===== src/logic/abw_pkg.sv =====
// abw_pkg: shared constants and types for the asynchronous bus master.
// assumes one bus state per REF_CLK cycle and active-low bus strobes.

package abw_pkg;

	localparam int ABW_ADDR_W = 32;
	localparam int ABW_DATA_W = 32;
	localparam int ABW_SIZE_W = 2;
	localparam int ABW_SPACE_W = 3;
	localparam int ABW_ACK_W = 2;
	localparam int ABW_REDUCED_ADDR_W = 24;
	localparam int ABW_BUF_DEPTH = 2;
	localparam int ABW_ENTRY_W = ABW_ADDR_W + ABW_DATA_W + 1 + ABW_SIZE_W
		+ ABW_SPACE_W + 1;

	// field positions inside a buffered command
	localparam int ABW_F_ADDR = 0;
	localparam int ABW_F_DATA = ABW_F_ADDR + ABW_ADDR_W;
	localparam int ABW_F_RNW = ABW_F_DATA + ABW_DATA_W;
	localparam int ABW_F_SIZE = ABW_F_RNW + 1;
	localparam int ABW_F_SPACE = ABW_F_SIZE + ABW_SIZE_W;
	localparam int ABW_F_FIRST = ABW_F_SPACE + ABW_SPACE_W;

	localparam logic [ABW_ACK_W-1:0] ABW_ACK_NONE = 2'h3;
	localparam logic [ABW_ADDR_W-1:0] ABW_REDUCED_MASK = 32'h00ffffff;
	localparam logic [ABW_ADDR_W-1:0] ABW_ADDR_RST = 32'h00000000;
	localparam logic [ABW_DATA_W-1:0] ABW_DATA_RST = 32'h00000000;
	localparam logic [ABW_SIZE_W-1:0] ABW_SIZE_RST = 2'h0;
	localparam logic [ABW_SPACE_W-1:0] ABW_SPACE_RST = 3'h0;

	typedef enum logic [2:0] {
		ABW_IDLE,
		ABW_S0,
		ABW_S1,
		ABW_S2,
		ABW_S3,
		ABW_S4,
		ABW_S5
	} abw_state_t;

endpackage


===== src/logic/abw_bus_master.sv =====
// abw_bus_master: sequences read and write cycles on an asynchronous,
// non-multiplexed 32-bit bus, fed through a two-entry command buffer.
// assumes the slave answers on a two-line active-low acknowledge.
`timescale 1ns/1ns
`default_nettype none

module abw_bus_master
	import abw_pkg::*;
#(
	parameter bit FULL_VARIANT = 1'b1
) (
	input wire logic REF_CLK,
	input wire logic SYS_RST,
	input wire logic CMD_VALID,
	output logic CMD_READY,
	input wire logic [ABW_ADDR_W-1:0] CMD_ADDR,
	input wire logic [ABW_DATA_W-1:0] CMD_WDATA,
	input wire logic CMD_RNW,
	input wire logic [ABW_SIZE_W-1:0] CMD_SIZE,
	input wire logic [ABW_SPACE_W-1:0] CMD_SPACE,
	input wire logic CMD_FIRST,
	output logic RD_VALID,
	output logic [ABW_DATA_W-1:0] RD_DATA,
	output logic BUS_IDLE,
	output logic [ABW_ADDR_W-1:0] ADDR_OUT,
	input wire logic [ABW_DATA_W-1:0] DATA_IN,
	output logic [ABW_DATA_W-1:0] DATA_OUT,
	output logic DATA_OE_N,
	output logic READ_NOT_WRITE,
	output logic [ABW_SIZE_W-1:0] TRANSFER_SIZE,
	output logic [ABW_SPACE_W-1:0] SPACE_CODE,
	output logic ADDRESS_STROBE_N,
	output logic DATA_STROBE_N,
	output logic BUFFER_ENABLE_N,
	output logic EXTERNAL_CYCLE_START_N,
	output logic OPERAND_CYCLE_START_N,
	input wire logic [ABW_ACK_W-1:0] PORT_ACK_PAIR_N
);

	////////////////////////////////////////////////////////////////////////
	// command buffer

	logic [ABW_ENTRY_W-1:0] buf_mem_q [ABW_BUF_DEPTH];
	logic wr_ptr_q;
	logic rd_ptr_q;
	logic [1:0] cnt_q;
	logic [1:0] cnt_d;
	logic push;
	logic pop;
	logic [ABW_ENTRY_W-1:0] head;
	logic cmd_ready_q;

	abw_state_t state_q;
	abw_state_t state_d;

	assign push = CMD_VALID && cmd_ready_q;
	assign head = buf_mem_q[rd_ptr_q];
	// a new cycle may start right out of S5, so no idle gap between cycles
	assign pop = (cnt_q != 2'h0) && (state_q == ABW_IDLE || state_q == ABW_S5);
	assign cnt_d = cnt_q + {1'b0, push} - {1'b0, pop};

	always_ff @(posedge REF_CLK) begin
		if (push) begin
			buf_mem_q[wr_ptr_q] <= {CMD_FIRST, CMD_SPACE, CMD_SIZE, CMD_RNW,
				CMD_WDATA, CMD_ADDR};
		end
	end

	always_ff @(posedge REF_CLK) begin
		if (SYS_RST) begin
			wr_ptr_q <= 1'b0;
			rd_ptr_q <= 1'b0;
			cnt_q <= 2'h0;
			cmd_ready_q <= 1'b0;
		end else begin
			wr_ptr_q <= wr_ptr_q ^ push;
			rd_ptr_q <= rd_ptr_q ^ pop;
			cnt_q <= cnt_d;
			// ready is registered, so it looks at the count after this edge
			cmd_ready_q <= (cnt_d != 2'(ABW_BUF_DEPTH));
		end
	end

	////////////////////////////////////////////////////////////////////////
	// input synchronisers

	logic [ABW_ACK_W-1:0] ack_meta_q;
	logic [ABW_ACK_W-1:0] ack_sync_q;
	logic [ABW_DATA_W-1:0] din_meta_q;
	logic [ABW_DATA_W-1:0] din_sync_q;
	logic ack_now;

	always_ff @(posedge REF_CLK) begin
		if (SYS_RST) begin
			ack_meta_q <= ABW_ACK_NONE;
			ack_sync_q <= ABW_ACK_NONE;
		end else begin
			ack_meta_q <= PORT_ACK_PAIR_N;
			ack_sync_q <= ack_meta_q;
		end
	end

	always_ff @(posedge REF_CLK) begin
		din_meta_q <= DATA_IN;
		din_sync_q <= din_meta_q;
	end

	// either line low counts as an acknowledge
	assign ack_now = (ack_sync_q != ABW_ACK_NONE);

	////////////////////////////////////////////////////////////////////////
	// bus state sequencer

	logic acked_q;

	always_comb begin
		state_d = state_q;
		unique case (state_q)
			ABW_IDLE: begin
				if (pop) begin
					state_d = ABW_S0;
				end
			end
			ABW_S0: state_d = ABW_S1;
			ABW_S1: state_d = ABW_S2;
			ABW_S2: state_d = ABW_S3;
			ABW_S3: begin
				// no ack by end of S2: wait here, resampling each clock
				if (acked_q || ack_now) begin
					state_d = ABW_S4;
				end
			end
			ABW_S4: state_d = ABW_S5;
			ABW_S5: state_d = pop ? ABW_S0 : ABW_IDLE;
		endcase
	end

	always_ff @(posedge REF_CLK) begin
		if (SYS_RST) begin
			state_q <= ABW_IDLE;
		end else begin
			state_q <= state_d;
		end
	end

	always_ff @(posedge REF_CLK) begin
		if (SYS_RST) begin
			acked_q <= 1'b0;
		end else if (state_q == ABW_S2) begin
			acked_q <= ack_now;
		end else if (state_q == ABW_S5) begin
			acked_q <= 1'b0;
		end
	end

	////////////////////////////////////////////////////////////////////////
	// address, data and qualifiers, loaded at S0 and held through S5

	logic [ABW_ADDR_W-1:0] addr_q;
	logic [ABW_DATA_W-1:0] dout_q;
	logic rnw_q;
	logic first_q;
	logic [ABW_SIZE_W-1:0] size_q;
	logic [ABW_SPACE_W-1:0] space_q;
	logic [ABW_ADDR_W-1:0] addr_mask;

	// the reduced variant has only 24 address lines
	assign addr_mask = FULL_VARIANT ? '1 : ABW_REDUCED_MASK;

	always_ff @(posedge REF_CLK) begin
		if (SYS_RST) begin
			addr_q <= ABW_ADDR_RST;
			dout_q <= ABW_DATA_RST;
			rnw_q <= 1'b1;
			first_q <= 1'b0;
			size_q <= ABW_SIZE_RST;
			space_q <= ABW_SPACE_RST;
		end else if (pop) begin
			addr_q <= head[ABW_F_ADDR +: ABW_ADDR_W] & addr_mask;
			dout_q <= head[ABW_F_DATA +: ABW_DATA_W];
			rnw_q <= head[ABW_F_RNW];
			first_q <= head[ABW_F_FIRST];
			size_q <= head[ABW_F_SIZE +: ABW_SIZE_W];
			space_q <= head[ABW_F_SPACE +: ABW_SPACE_W];
		end
	end

	////////////////////////////////////////////////////////////////////////
	// strobes; registered from the next state so each pin tracks state_q

	logic as_n_q;
	logic ds_n_q;
	logic buffer_enable_n_q;
	logic ecs_n_q;
	logic ocs_n_q;
	logic oe_n_q;
	logic nxt_s1_s4;
	logic nxt_rnw;

	assign nxt_s1_s4 = (state_d == ABW_S1) || (state_d == ABW_S2) ||
		(state_d == ABW_S3) || (state_d == ABW_S4);
	assign nxt_rnw = pop ? head[ABW_F_RNW] : rnw_q;

	always_ff @(posedge REF_CLK) begin
		if (SYS_RST) begin
			as_n_q <= 1'b1;
			ds_n_q <= 1'b1;
			buffer_enable_n_q <= 1'b1;
			ecs_n_q <= 1'b1;
			ocs_n_q <= 1'b1;
			oe_n_q <= 1'b1;
		end else begin
			as_n_q <= !nxt_s1_s4;
			// reads strobe data from S1, writes only once data is stable
			ds_n_q <= !(nxt_s1_s4 && (nxt_rnw || state_d == ABW_S3 ||
				state_d == ABW_S4));
			// writes keep buffers on through S5 so data stays buffered
			buffer_enable_n_q <= !(FULL_VARIANT && (nxt_rnw ?
				(nxt_s1_s4 && state_d != ABW_S1) :
				(nxt_s1_s4 || state_d == ABW_S5)));
			ecs_n_q <= !(FULL_VARIANT && state_d == ABW_S0);
			ocs_n_q <= !(FULL_VARIANT && state_d == ABW_S0 &&
				head[ABW_F_FIRST]);
			oe_n_q <= !(!nxt_rnw && (state_d == ABW_S2 || state_d == ABW_S3 ||
				state_d == ABW_S4 || state_d == ABW_S5));
		end
	end

	////////////////////////////////////////////////////////////////////////
	// read data return

	logic rd_valid_q;
	logic [ABW_DATA_W-1:0] rd_data_q;
	logic bus_idle_q;

	always_ff @(posedge REF_CLK) begin
		if (SYS_RST) begin
			rd_valid_q <= 1'b0;
			rd_data_q <= ABW_DATA_RST;
			bus_idle_q <= 1'b1;
		end else begin
			rd_valid_q <= (state_q == ABW_S4) && rnw_q;
			if (state_q == ABW_S4 && rnw_q) begin
				rd_data_q <= din_sync_q;
			end
			bus_idle_q <= (state_d == ABW_IDLE) && (cnt_d == 2'h0);
		end
	end

	assign CMD_READY = cmd_ready_q;
	assign RD_VALID = rd_valid_q;
	assign RD_DATA = rd_data_q;
	assign BUS_IDLE = bus_idle_q;
	assign ADDR_OUT = addr_q;
	assign DATA_OUT = dout_q;
	assign DATA_OE_N = oe_n_q;
	assign READ_NOT_WRITE = rnw_q;
	assign TRANSFER_SIZE = size_q;
	assign SPACE_CODE = space_q;
	assign ADDRESS_STROBE_N = as_n_q;
	assign DATA_STROBE_N = ds_n_q;
	assign BUFFER_ENABLE_N = buffer_enable_n_q;
	assign EXTERNAL_CYCLE_START_N = ecs_n_q;
	assign OPERAND_CYCLE_START_N = ocs_n_q;

	////////////////////////////////////////////////////////////////////////
	// assertions

	property p_read_s5;
		@(posedge REF_CLK) disable iff (SYS_RST)
		(state_q == ABW_S5 && rnw_q) |-> as_n_q && ds_n_q && buffer_enable_n_q;
	endproperty
	a_read_s5: assert property (p_read_s5)
		else $error("read S5 strobes not negated");

	property p_s5_hold;
		@(posedge REF_CLK) disable iff (SYS_RST)
		(state_q == ABW_S5) |-> $stable(addr_q) && $stable(rnw_q) &&
			$stable(size_q) && $stable(space_q);
	endproperty
	a_s5_hold: assert property (p_s5_hold)
		else $error("qualifiers changed in S5");

	property p_write_s0;
		@(posedge REF_CLK) disable iff (SYS_RST)
		(pop && !head[ABW_F_RNW]) |=> (state_q == ABW_S0) && !rnw_q &&
			addr_q == ($past(head[ABW_F_ADDR +: ABW_ADDR_W]) & addr_mask) &&
			space_q == $past(head[ABW_F_SPACE +: ABW_SPACE_W]);
	endproperty
	a_write_s0: assert property (p_write_s0)
		else $error("write S0 qualifiers wrong");

	property p_cycle_start;
		@(posedge REF_CLK) disable iff (SYS_RST)
		(state_q == ABW_S0) |-> (ecs_n_q == !FULL_VARIANT) &&
			(ocs_n_q == !(FULL_VARIANT && first_q)) ##1 ecs_n_q && ocs_n_q;
	endproperty
	a_cycle_start: assert property (p_cycle_start)
		else $error("cycle start strobes wrong");

	property p_as_s1;
		@(posedge REF_CLK) disable iff (SYS_RST)
		(state_q == ABW_S0) |-> as_n_q ##1 !as_n_q &&
			(rnw_q || buffer_enable_n_q == !FULL_VARIANT);
	endproperty
	a_as_s1: assert property (p_as_s1)
		else $error("address strobe or buffer enable late in S1");

	property p_write_data;
		@(posedge REF_CLK) disable iff (SYS_RST)
		(state_q == ABW_S2 && !rnw_q) |-> !oe_n_q && ds_n_q ##1 !ds_n_q;
	endproperty
	a_write_data: assert property (p_write_data)
		else $error("write data or data strobe misplaced");

	property p_no_wait;
		@(posedge REF_CLK) disable iff (SYS_RST)
		(state_q == ABW_S2 && ack_now) |=> (state_q == ABW_S3) ##1
			(state_q == ABW_S4) ##1 (state_q == ABW_S5);
	endproperty
	a_no_wait: assert property (p_no_wait)
		else $error("wait state inserted after early ack");

	property p_wait;
		@(posedge REF_CLK) disable iff (SYS_RST)
		(state_q == ABW_S3 && !acked_q && !ack_now) |=> (state_q == ABW_S3);
	endproperty
	a_wait: assert property (p_wait)
		else $error("left S3 without ack");

	property p_s4_quiet;
		@(posedge REF_CLK) disable iff (SYS_RST)
		(state_q == ABW_S4) |-> $stable(as_n_q) && $stable(ds_n_q) &&
			$stable(buffer_enable_n_q) && $stable(ecs_n_q) && $stable(oe_n_q);
	endproperty
	a_s4_quiet: assert property (p_s4_quiet)
		else $error("control changed in S4");

	property p_write_s5;
		@(posedge REF_CLK) disable iff (SYS_RST)
		(state_q == ABW_S5 && !rnw_q) |-> as_n_q && ds_n_q && !oe_n_q &&
			$stable(dout_q) && $stable(buffer_enable_n_q);
	endproperty
	a_write_s5: assert property (p_write_s5)
		else $error("write S5 signals wrong");

	property p_reduced;
		@(posedge REF_CLK) disable iff (SYS_RST)
		!FULL_VARIANT |-> (addr_q[ABW_ADDR_W-1:ABW_REDUCED_ADDR_W] == '0) &&
			ecs_n_q && ocs_n_q && buffer_enable_n_q;
	endproperty
	a_reduced: assert property (p_reduced)
		else $error("reduced variant drives extra lines");

	property p_read_capture;
		@(posedge REF_CLK) disable iff (SYS_RST)
		(state_q == ABW_S4 && rnw_q) |=> rd_valid_q &&
			rd_data_q == $past(din_sync_q);
	endproperty
	a_read_capture: assert property (p_read_capture)
		else $error("read data not captured at S4");

	property p_idle;
		@(posedge REF_CLK) disable iff (SYS_RST)
		(state_q == ABW_IDLE) |-> as_n_q && ds_n_q && buffer_enable_n_q && ecs_n_q &&
			ocs_n_q && oe_n_q;
	endproperty
	a_idle: assert property (p_idle)
		else $error("strobe active while idle");

	c_write_fast: cover property (@(posedge REF_CLK) disable iff (SYS_RST)
		state_q == ABW_S2 && !rnw_q && ack_now);
	c_write_wait: cover property (@(posedge REF_CLK) disable iff (SYS_RST)
		state_q == ABW_S3 && !rnw_q ##1 state_q == ABW_S3);
	c_read: cover property (@(posedge REF_CLK) disable iff (SYS_RST)
		rd_valid_q);
	c_back_to_back: cover property (@(posedge REF_CLK) disable iff (SYS_RST)
		state_q == ABW_S5 ##1 state_q == ABW_S0);

endmodule

`default_nettype wire


===== config.mk =====
export PLATFORM = sky130hd
export DESIGN_NAME = abw_bus_master
export DESIGN_NICKNAME = d
export VERILOG_FILES = /design/src/logic/abw_pkg.sv /design/src/logic/abw_bus_master.sv
export SDC_FILE = /design/constraint.sdc
export NUM_CORES = 1
export LEC_CHECK = 0
export BUFFER_PORTS_ARGS = -buffer_cell sky130_fd_sc_hd__buf_2
export CORE_MARGIN = 4
export CORE_UTILIZATION = 50
export DETAILED_ROUTE_END_ITERATION = 8
export MAX_ROUTING_LAYER = met4
export PLACE_DENSITY = 0.74
export SLEW_MARGIN = 10
export SYNTH_ARGS = -nofsm -noshare
export SYNTH_HDL_FRONTEND = slang
export SYNTH_SLANG_ARGS = --single-unit

===== constraint.sdc =====
create_clock -name REF_CLK -period 3.26 [get_ports REF_CLK]
set_input_delay 0.163 -clock REF_CLK [delete_from_list [all_inputs] [get_ports REF_CLK]]
set_output_delay 0.163 -clock REF_CLK [all_outputs]
set_load 0.05 [all_outputs]

Word-level counts from Yosys, hierarchy flattened
Memory sizes are Yosys's and may differ from the RTL's. A register that Yosys moved wholly into a read port is not among the register bits.
Cells that the tools add are included.
{"block": "op_classes", "mux": 11, "addsub": 2, "bitwise_logic": 2, "eq_ne": 15, "reduce_logical": 31}
{"op": "case mux 3 bit (7 select lines)", "n": 1}
{"op": "equality test 3 bit, second input constant", "n": 6}
{"op": "equality test 3 x 2 -> 1 bit, second input constant", "n": 4}
{"op": "logical OR 1 bit", "n": 11}
{"op": "logical AND 1 bit", "n": 8}
{"op": "2-to-1 mux 1 bit", "n": 8}
{"op": "zero test 1 bit", "n": 7}
{"op": "equality test 3 x 1 -> 1 bit, second input constant", "n": 2}
{"op": "zero test 3 bit", "n": 2}
{"op": "2-to-1 mux 3 bit", "n": 2}
{"op": "inequality test 2 bit, second input constant", "n": 2}
{"op": "nonzero test 2 bit", "n": 2}
{"op": "inequality test 3 x 2 -> 1 bit, second input constant", "n": 1}
{"op": "adder 2 x 1 -> 2 bit", "n": 1}
{"op": "zero test 2 bit", "n": 1}
{"op": "subtractor 2 x 1 -> 2 bit", "n": 1}
{"op": "XOR 1 bit", "n": 2}
{"block": "totals", "mem_count": 1, "in_bits": 108, "output_inout_bits": 111, "ram_bits": 142, "wordCells": 86, "regBits": 187}
{"name": "buf_mem_q", "words": 2, "width": 71, "rd": 1, "rd_clocked_by_memory_dff": 1, "write_ports": 1, "line_no": "abw_bus_master.sv:43", "source": "logic [ABW_ENTRY_W-1:0] buf_mem_q [ABW_BUF_DEPTH];"}

Longest topological paths before layout
Gate-level depths: netlist of the first run.
{"block": "depth", "depth_word": 12, "ltp_mapped": 11}

Worst setup path before layout of the first run
Ideal clock, no wire load.
{"block": "synth_timing", "path_type": "reg2reg", "startpoint": "reg cmd_ready_q (netlist: CMD_READY)", "endpoint": "mem buf_mem_q[1][0] (netlist bit) (enable)", "t_arrival_ns": 2.554, "path_stages_with_launch": 4, "setup_time_ns": 0.437, "synth_period_minus_slack_ns": 2.992, "setup_slack_ns": 0.268, "path_buffers": 0, "path_cell_list": "dfxtp_1 -> nand2_1 -> inv_1 -> ha_1"}
{"block": "synth_between", "elab_chain_cells": 3}
{"item": "from (decl)", "line_no": "abw_bus_master.sv:51", "source": "logic cmd_ready_q;"}
{"item": "from (signal assigned)", "line_no": "abw_bus_master.sv:80", "source": "cmd_ready_q <= (cnt_d != 2'(ABW_BUF_DEPTH));"}
{"item": "logical AND 1 bit", "line_no": "abw_bus_master.sv:56", "source": "assign push = CMD_VALID && cmd_ready_q;"}
{"item": "2-to-1 mux 1 bit", "line_no": "abw_bus_master.sv:63", "source": "if (push) begin"}
{"item": "2-to-1 mux 1 bit (implied by the code)", "line_no": "abw_bus_master.sv:64", "source": "buf_mem_q[wr_ptr_q] <= {CMD_FIRST, CMD_SPACE, CMD_SIZE, CMD_RNW,"}
{"item": "to (decl)", "line_no": "abw_bus_master.sv:43"}
No other way between the ends.

Worst setup path after layout of the first run
{"block": "layout_timing", "startpoint": "reg state_q[2]", "endpoint": "reg bus_idle_q (netlist: BUS_IDLE)"}
{"block": "layout_between", "elab_chain_cells": 7}
{"item": "from (decl)", "line_no": "abw_bus_master.sv:53", "source": "abw_state_t state_q;"}
{"item": "from (signal assigned)", "line_no": "abw_bus_master.sv:142", "source": "state_q <= state_d;"}
{"item": "equality test 3 bit / zero test 3 bit (equally long branches)", "line_no": "abw_bus_master.sv:59, abw_bus_master.sv:118"}
{"item": "logical OR 1 bit", "line_no": "abw_bus_master.sv:59", "source": "assign pop = (cnt_q != 2'h0) && (state_q == ABW_IDLE || state_q == ABW_S5);"}
{"item": "logical AND 1 bit", "line_no": "abw_bus_master.sv:59"}
{"item": "2-to-1 mux 1 bit / 2-to-1 mux 3 bit (equally long branches)", "line_no": "abw_bus_master.sv:134, abw_bus_master.sv:120"}
{"item": "case mux 3 bit (7 select lines)", "line_no": "abw_bus_master.sv:118", "source": "unique case (state_q)"}
{"item": "zero test 3 bit", "line_no": "abw_bus_master.sv:246", "source": "bus_idle_q <= (state_d == ABW_IDLE) && (cnt_d == 2'h0);"}
{"item": "logical AND 1 bit *", "line_no": "abw_bus_master.sv:246"}
{"item": "to (signal assigned)", "line_no": "abw_bus_master.sv:246"}
{"item": "to (decl)", "line_no": "abw_bus_master.sv:234", "source": "logic bus_idle_q;"}
Every way passes the cells marked *; elsewhere a longest branch is shown, timed or not.
A chain may end at the register's enable or synchronous reset.

==> results of run 1 <==
[cells by family (layout without fill, tap and decap cells)]
logic type,after synthesis,count (layout),share of synthesized area [%]
flops,329,329,75.1
simple gates,167,167,6.51
compound gates,111,111,8.51
mux,73,73,6.87
buf+inv,49,394,2.04
xor+xnor,6,6,0.493
fa+ha+maj,4,4,0.469
[where the power goes]
part | total (mW) | switching [mW] | leakage, nW | internal, mW
combinational | 4.51 | 3.18 | 2.11 | 1.34
clock | 3.79 | 1.46 | 0.552 | 2.33
sequential | 5.57 | 0.445 | 2.85 | 5.12
[critical path, delay by kind of cell, from the launching register on]
| family | cells | cell delay [ns] |
|---|---|---|
| xor gates and xnor gates | 3 | 0.79 |
| DFF | 1 | 0.55 |
| adders and majority gates | 2 | 0.47 |
| and+or+nand+nor | 2 | 0.19 |
| AOI/OAI and AO/OA | 1 | 0.12 |
| buffers and inverters | 1 | 0.04 |
[per-stage QoR]
| step | cell area [µm²] | power [mW] | setup WS, ns |
|---|---|---|---|
| final | 14200 | 13.9 | 1.04 |
| after global routing | 14200 | 14.6 | 0.876 |
| after CTS | 14200 | 14.0 | 1.03 |
| after detailed placement | 12000 | 10.1 | 1.05 |
| after global placement | 12000 | 10.0 | 1.12 |
| after floorplan | 10700 | 9.08 | 0.268 |
[timing repair]
| item | in CTS | in global routing |
|---|---|---|
| hold buffers | 105 | 0 |
| endpoints found under the hold margin | 176 | 0 |
| gates resized for setup | 0 | 0 |
| buffers inserted | 0 | 0 |
[routing by layer]
| layer | vias to the layer above | track usage, % |
|---|---|---|
| met5 | - | - |
| met4 | 0 | 4.88 |
| met3 | 40 | 5.15 |
| met2 | 198 | 32.3 |
| met1 | 3129 | 23.0 |
| li1 | 3284 | - |
[worst paths after layout]
check / start / slack [ns] / endpoint
max reg2reg: state_q[2] / 1.04 / BUS_IDLE
max: state_q[2] / 1.04 / BUS_IDLE
min: CMD_VALID / 0.18 / wr_ptr_q
min reg2reg: din_meta_q[28] / 0.32 / din_sync_q[28]
[layout make-up]
type / instances / share of cell area, %
clock inverter: 5 / 0.370
tap: 275 / 2.42
timing repair buffer: 332 / 15.9
inverter: 3 / 0.0792
clock buffer: 54 / 7.53
multi-input combinational: 361 / 17.3
sequential: 329 / 56.4
[cells in the final DEF (no fill, tap or decap), drive strengths merged]
cell type and count:
nor4 1, a21oi 33, clkinv 3, mux2 1, dfxtp 187, clkbuf 54, edfxtp 142, a21o 1
nand4b 1, a22oi 2, a2111oi 1, mux2i 72, or2 5, inv 4, buf 227, dlygate4sd3 105
xor2 2, a22o 1, o21a 1, bufinv 1, nor2 82, xnor2 4, nor4b 1, nor3 2
o21ai 1, ha 4, nor2b 2, a211oi 70, o21bai 1, nor4bb 1, nand3b 1, nand2b 3
nand2 67, and4b 1
[sequential cells by signal (all words and copies together) (netlist names), 2 cells and up]
| signal | flops |
|---|---|
| buf_mem_q | 142 |
| ADDR_OUT | 32 |
| DATA_OUT | 32 |
| RD_DATA | 32 |
| din_meta_q | 32 |
| din_sync_q | 32 |
| SPACE_CODE | 3 |
| state_q | 3 |
| TRANSFER_SIZE | 2 |
| ack_meta_q | 2 |
| ack_sync_q | 2 |
| cnt_q | 2 |
==> reports/metrics.cfg, run 1 <==
[drt]
antenna_left = 0
wl_met2_mm = 11.0
vias_per_cell = 4.89
route.detailed.drc = 0
initialDrtViolationCount = 314
wl_per_cell_um = 16.3
wl_mm = 22.1
met3_length_mm = 1.61
vias = 6651
met1_length_mm = 9.04
dr.pass1.iters = 4
highest_layer = met4

[clock_tree]
path_clk_slew_ns = 0.06
clock_latency_ns = 0.49
cts_buffer_depth = 3
htreeDepth = 2
cts_sinks = 329
root_buffer = clkbuf_16
cts_tree = built
cts_buffers = 34

[critical_path]
arrival_ns = 2.64
r2r.worst_path.cells = 9
crit_chain = xor2_1, nor3_4, ha_1, inv_1, ha_1, xor2_1, xnor2_1, a21oi_1, nor2_1
path_class = reg2reg
cp_max_fo = 13
endpoint_kind = register
cp_slowest_cell = dfxtp_1
cpPeakStageDelay_ns = 0.55
critPathLaunchType = register
critPathRequiredTime_ns = 3.68

[layout]
layout-drive-gt1-share_pct = 29.2
seq_area_mm2 = 0.00801
area_growth_syn_to_layout_pct = 33.3
multi_input_area_mm2 = 0.00246
final-instance-count-excl-fill = 1359
nFillCells = 1421
fin_util_pct = 67.6
antenna_cells = 0
nets = 1173

[synthesis]
synth_ff_type = dfxtp_1
avgSynthCellArea_um2 = 14.4
syn_area_mm2 = 0.0107
synth_common_cells = dfxtp_1 (187), edfxtp_1 (142), nor2_1 (82)
ys_types = 34
synth_edf_count = 142
synth.top_cell.area_share_pct = 40.0
synth_seq_cells = 329
synth-seq-area-share_pct = 75.1
synth_warnings = 0
synth_area_leader_cell = edfxtp_1
synthCells = 739
synthMostInstantiatedCell = dfxtp_1
synthTopCellsByArea = edfxtp_1 (40%), dfxtp_1 (35%), mux2i_1 (6.8%)
synth_nets = 851
ys_async_sr_fraction_pct = 0

[timing]
finalSetupTns_ns = 0
tightest_slew_ns = 0.813
skew_ns = 0.0126
hold_violations = 0
max_slew_margin_pct = 45.8
holdWs_ns = 0.180
min_period_ns = 2.22
final-setup-viol-count = 0
fmax_mhz = 450
finalMaxSlewViolations = 0
period_share_pct = 68.2
rsz0062_at_grt = no

[floorplan]
core_mm2 = 0.0210
die_h_um = 154
dieArea_mm2 = 0.0237
ios = 219
die_w_um = 154
start_util_pct = 50.7
rows = 53

[global_route]
overflow = 0
antenna_found_initial = 0
grt_first_pass_wirelength_mm = 35.6
grt_max_degree = 142
grt_pass1_vias = 7017
track_usage_pct = 19.2

[power]
peakVddDrop_mv = 0.458
powerDensity_mw_per_mm2 = 976
leakage_nw = 5.51

[placed_design]
port_buffers = 218
place_congestion = 0.765
hpwl_mm = 12.6
dp.cells = 1195

[worst_hold_path]
worstHoldPathType = in2reg
min_path_cells = 5

[job]
cap_violations = 0

[outcome]
outcome = finished, final reports clean

Power figures use the tool's default switching activity.
==> inputs of run 2 (changes only) <==
CORE_UTILIZATION = 49   (was 50)
PLACE_DENSITY = 0.75   (was 0.74)
clock period = 1.95 ns   (was 3.26 ns; I/O delays follow)
==> reports/metrics.cfg, run 2 (synthesis gave the netlist of run 1 again) <==
[global_route]
antenna_found_initial = 0  ; unchanged
overflow = 0  ; unchanged
grt_max_degree = 72  ; was 142
track_usage_pct = 19.7  ; was 19.2%
grt_first_pass_wirelength_mm = 37.0  ; was 35.6 mm
grt_pass1_vias = 7077  ; was 7017

[critical_path]
cp_slowest_cell = dfxtp_2  ; was dfxtp_1
arrival_ns = 2.24  ; was 2.64 ns
critPathLaunchType = register  ; unchanged
crit_cells = 9  ; unchanged
crit_buf_inv = 1  ; unchanged
endpoint_kind = register  ; unchanged
r2r.worst_path.cells = 9  ; unchanged
critPathRequiredTime_ns = 2.38  ; was 3.68 ns
critical-path-top-delay-family = XOR/XNOR gates  ; unchanged
cp_max_fo = 3  ; was 13
crit_chain = xor2_2, nor3_4, ha_1, inv_1, ha_1, xor2_2, xnor2_2, a21oi_1, nor2_1  ; was xor2_1, nor3_4, ha_1, inv_1, ha_1, xor2_1, xnor2_1, a21oi_1, nor2_1
path_class = reg2reg  ; unchanged
cpPeakStageDelay_ns = 0.34  ; was 0.55 ns

[worst_hold_path]
worstHoldPathType = in2reg  ; unchanged
min_path_cells = 5  ; unchanged

[drt]
initialDrtViolationCount = 395  ; was 314
antenna_left = 0  ; unchanged
wl_per_cell_um = 17.0  ; was 16.3 µm
vias_per_cell = 5.02  ; was 4.89
route.detailed.drc = 0  ; unchanged
wl_mm = 23.4  ; was 22.1 mm
dr.pass1.iters = 4  ; unchanged
vias = 6914  ; was 6651

[layout]
final_cell_mix = buf_2 (217), dfxtp_1 (185), edfxtp_1 (142)  ; was buf_2 (217), dfxtp_1 (186), edfxtp_1 (142)
nets = 1188  ; was 1173
final_common_cell = buf_2  ; unchanged
area_growth_syn_to_layout_pct = 35.9  ; was 33.3%
multi_input_area_mm2 = 0.00248  ; was 0.00246 mm²
seq_area_mm2 = 0.00801  ; about the same
nFillCells = 1424  ; was 1421
largest_register_ffs = 142  ; unchanged
regMostFlops = buf_mem_q  ; unchanged
layout-drive-gt1-share_pct = 31.0  ; was 29.2%
fin_util_pct = 68.3  ; was 67.6%

[clock_tree]
cts_tree = built  ; unchanged
cts_buffer_depth = 3  ; unchanged
clock_latency_ns = 0.50  ; was 0.49 ns
path_clk_slew_ns = 0.06  ; about the same
cts_setup_buffers = 0  ; unchanged
htreeDepth = 2  ; unchanged
root_buffer = clkbuf_16  ; unchanged
cts_sinks = 329  ; unchanged
cts_buffers = 34  ; unchanged

[timing]
setup_slack_ns = 0.140  ; was 1.04 ns
tightest_slew_ns = 0.857  ; was 0.813 ns
min_period_ns = 1.81  ; was 2.22 ns
hold_violations = 0  ; unchanged
holdWs_ns = 0.109  ; was 0.180 ns
max_slew_margin_pct = 42.9  ; was 45.8%
final-setup-viol-count = 0  ; unchanged
fmax_mhz = 552  ; was 450 MHz
rsz0062_at_grt = no  ; unchanged
period_share_pct = 92.8  ; was 68.2%
finalMaxSlewViolations = 0  ; unchanged
finalSetupTns_ns = 0  ; unchanged
skew_ns = 0.00923  ; was 0.0126 ns

[floorplan]
core_mm2 = 0.0212  ; was 0.0210 mm²
ios = 219  ; unchanged
rows = 53  ; unchanged
die_h_um = 156  ; was 154 µm
dieArea_mm2 = 0.0242  ; was 0.0237 mm²
die_w_um = 156  ; was 154 µm
start_util_pct = 50.2  ; was 50.7%

[job]
cap_violations = 0  ; unchanged

[placed_design]
port_buffers = 218  ; unchanged
place_congestion = 0.753  ; was 0.765
pre_cts_slack_ns = 0.124  ; was 1.05 ns
hpwl_mm = 13.6  ; was 12.6 mm

[power]
leakage_nw = 5.65  ; was 5.51 nW
peakVddDrop_mv = 0.853  ; was 0.458 mV
powerDensity_mw_per_mm2 = 1650  ; was 976 mW/mm²

[outcome]
outcome = finished, final reports clean  ; unchanged

-- run 2: final timing paths --
| kind | from | to | slack, ns |
|---|---|---|---|
| worst max-delay path | state_q[1] | BUS_IDLE | 0.14 |
| worst max register to register | state_q[1] | BUS_IDLE | 0.14 |
| worst min-delay path | CMD_VALID | wr_ptr_q | 0.11 |
| worst min register to register | din_meta_q[28] | din_sync_q[28] | 0.32 |
-- run 2: metal layers --
metal	vias up	part of all wire, %	global-route usage (%)
li1	3328	-	-
met1	3317	41	23.8
met3	38	7.0	4.98
met5	-	0	-
met2	231	50	33.1
met4	0	2.3	5.75
-- run 2: cell type report --
| cell class | instances | area share (%) |
|---|---|---|
| tap | 275 | 2.38 |
| clock buffer | 49 | 7.27 |
| antenna | 1 | 0.0173 |
| timing repair buffer | 347 | 16.8 |
| multi-input combinational | 361 | 17.1 |
| inverter | 3 | 0.0777 |
| clock inverter | 13 | 0.968 |
| sequential | 329 | 55.3 |
-- run 2: stage by stage --
step / instances / power, mW / instance area, µm²
6_report: 1378 / 23.9 / 14500
5_1_grt: 1377 / 25.0 / 14500
4_1_cts: 1377 / 24.0 / 14500
3_5_place_dp: 1210 / 17.2 / 12200
3_3_place_gp: 1210 / 17.0 / 12200
2_1_floorplan: 739 / 15.2 / 10700
-- run 2: worst min-delay path, delay by kind of cell --
family	cells	cell delay, ns
buffers and inverters	2	0.22
AND/OR/NAND/NOR	2	0.10
adder cells (fa/ha/maj)	1	0.14
-- run 2: where the power goes --
group / leakage [nW] / internal (mW) / switching [mW] / total [mW]
registers: 2.85 / 8.57 / 0.647 / 9.21
logic: 2.21 / 2.43 / 5.56 / 7.99
clock network: 0.590 / 4.15 / 2.53 / 6.68
-- run 2: timing repair --
action,4_1_cts,5_1_grt
gates resized for setup,0,2
hold endpoints to repair,176,0
endpoints found under the setup margin,0,2
hold buffers,105,0
==> inputs of run 3 (changes only) <==
CORE_UTILIZATION = 50   (was 49)
PLACE_DENSITY = 0.74   (was 0.75)
clock period = 2.2 ns   (was 1.95 ns; I/O delays follow)
==> reports/metrics.cfg, run 3 (synthesis gave the netlist of run 1 again) <==
[outcome]
outcome = finished, final reports clean  ; unchanged

[layout]
antenna_cells = 0  ; was 1
area_growth_syn_to_layout_pct = 34.3  ; was 35.9%
layout-drive-gt1-share_pct = 30.3  ; was 31.0%
largest_register_ffs = 142  ; unchanged
final_cell_mix = buf_2 (217), dfxtp_1 (186), edfxtp_1 (142)  ; was buf_2 (217), dfxtp_1 (185), edfxtp_1 (142)
nets = 1181  ; was 1188
regMostFlops = buf_mem_q  ; unchanged
final_common_cell = buf_2  ; unchanged
fin_util_pct = 68.1  ; was 68.3%

[timing]
max_slew_margin_pct = 45.6  ; was 42.9%
period_share_pct = 85.8  ; was 92.8%
final-setup-viol-count = 0  ; unchanged
rsz0062_at_grt = no  ; unchanged
hold_violations = 0  ; unchanged
tightest_slew_ns = 0.816  ; was 0.857 ns
min_period_ns = 1.89  ; was 1.81 ns
fmax_mhz = 530  ; was 552 MHz
setup_slack_ns = 0.312  ; was 0.140 ns
skew_ns = 0.0174  ; was 0.00923 ns
finalMaxSlewViolations = 0  ; unchanged

[power]
leakage_nw = 5.58  ; was 5.65 nW
peakVddDrop_mv = 0.910  ; was 0.853 mV
powerDensity_mw_per_mm2 = 1450  ; was 1650 mW/mm²

[floorplan]
ios = 219  ; unchanged
start_util_pct = 50.7  ; was 50.2%
die_h_um = 154  ; was 156 µm
core_mm2 = 0.0210  ; was 0.0212 mm²
rows = 53  ; unchanged
die_w_um = 154  ; was 156 µm
dieArea_mm2 = 0.0237  ; was 0.0242 mm²

[critical_path]
cp_max_fo = 3  ; unchanged
critPathLaunchType = register  ; unchanged
critical-path-top-delay-family = XOR/XNOR gates  ; unchanged
arrival_ns = 2.32  ; was 2.24 ns
path_class = reg2reg  ; unchanged
reg2reg_slack_ns = 0.31  ; was 0.14 ns
crit_buf_inv = 1  ; unchanged
cpPeakStageDelay_ns = 0.35  ; was 0.34 ns
endpoint_kind = register  ; unchanged
critPathRequiredTime_ns = 2.64  ; was 2.38 ns
cp_slowest_cell = dfxtp_1  ; was dfxtp_2
crit_chain = xor2_1, nor3_4, ha_1, inv_1, ha_1, xor2_1, xnor2_1, a21oi_1, nor2_1  ; was xor2_2, nor3_4, ha_1, inv_1, ha_1, xor2_2, xnor2_2, a21oi_1, nor2_1

[placed_design]
port_buffers = 218  ; unchanged
hpwl_mm = 12.9  ; was 13.6 mm
pre_cts_slack_ns = 0.355  ; was 0.124 ns
place_congestion = 0.777  ; was 0.753

[clock_tree]
cts_buffer_depth = 3  ; unchanged
cts_buffers = 35  ; was 34
path_clk_slew_ns = 0.06  ; about the same
root_buffer = clkbuf_16  ; unchanged
htreeDepth = 2  ; unchanged
clock_latency_ns = 0.51  ; was 0.50 ns
cts_tree = built  ; unchanged
cts_sinks = 329  ; unchanged
ctsResizeCount = 0  ; unchanged

[drt]
route.detailed.drc = 0  ; unchanged
wl_per_cell_um = 16.2  ; was 17.0 µm
vias_per_cell = 4.95  ; was 5.02
vias = 6785  ; was 6914
dr.pass1.iters = 4  ; unchanged
antenna_left = 0  ; unchanged
initialDrtViolationCount = 409  ; was 395
wl_mm = 22.2  ; was 23.4 mm

[global_route]
grt_max_degree = 142  ; was 72
overflow = 0  ; unchanged
grt_first_pass_wirelength_mm = 36.4  ; was 37.0 mm
antenna_found_initial = 0  ; unchanged
grt_pass1_vias = 7143  ; was 7077
track_usage_pct = 19.4  ; was 19.7%

[job]
cap_violations = 0  ; unchanged

[worst_hold_path]
worstHoldPathType = in2reg  ; unchanged

-- run 3: final timing paths --
path             startpoint              to  depth (start not counted)
max reg2reg      state_q[1]        BUS_IDLE                          9
max              state_q[1]        BUS_IDLE                          9
min               CMD_VALID        wr_ptr_q                          5
min reg2reg  din_meta_q[22]  din_sync_q[22]                          0
-- run 3: layout make-up --
type / instances / area (µm²)
Multi-Input combinational cell: 361 / 2460
Fill cell: 1382 / 6710
Clock buffer: 52 / 1040
Sequential cell: 329 / 8010
Clock inverter: 12 / 119
Tap cell: 275 / 344
Timing Repair Buffer: 339 / 2330
Inverter: 3 / 11.3
-- run 3: power breakdown --
part	switching (mW)	leakage [nW]	internal [mW]
Sequential	0.470	2.85	7.59
Combinational	4.95	2.15	2.04
Clock	2.29	0.575	3.43
Total	7.71	5.58	13.1
-- run 3: per-layer routing --
layer	share of wire, %	vias up	wire (µm)	track usage [%]
li1	-	3309	-	-
met1	41	3224	9220	23.3
met2	49	215	11000	32.5
met3	7.1	37	1570	4.93
met4	2.1	0	462	5.59
met5	0	-	0	-
-- run 3: what timing repair did --
item,CTS,global route
setup buffers,0,0
hold buffers,105,0
endpoints found under the hold margin,176,0
endpoints found under the setup margin,0,0
-- run 3: through the flow --
step | power, mW | hold WS (ns) | std cells | setup TNS, ns | instance area, µm²
2_1_floorplan | 13.4 | 0.138 | 739 | -6.39 | 10700
5_1_grt | 21.8 | 0.136 | 1371 | 0 | 14300
3_3_place_gp | 14.9 | 0.212 | 1202 | 0 | 12100
3_5_place_dp | 15.0 | 0.214 | 1202 | 0 | 12100
4_1_cts | 20.9 | 0.107 | 1371 | 0 | 14300
6_report | 20.8 | 0.120 | 1371 | 0 | 14300
-- run 3: worst min-delay path, cell delays in order --
cell and delay [ns]:
buf_2 0.08, nand2_1 0.07, inv_1 0.15, ha_4 0.14, nor2_1 0.03
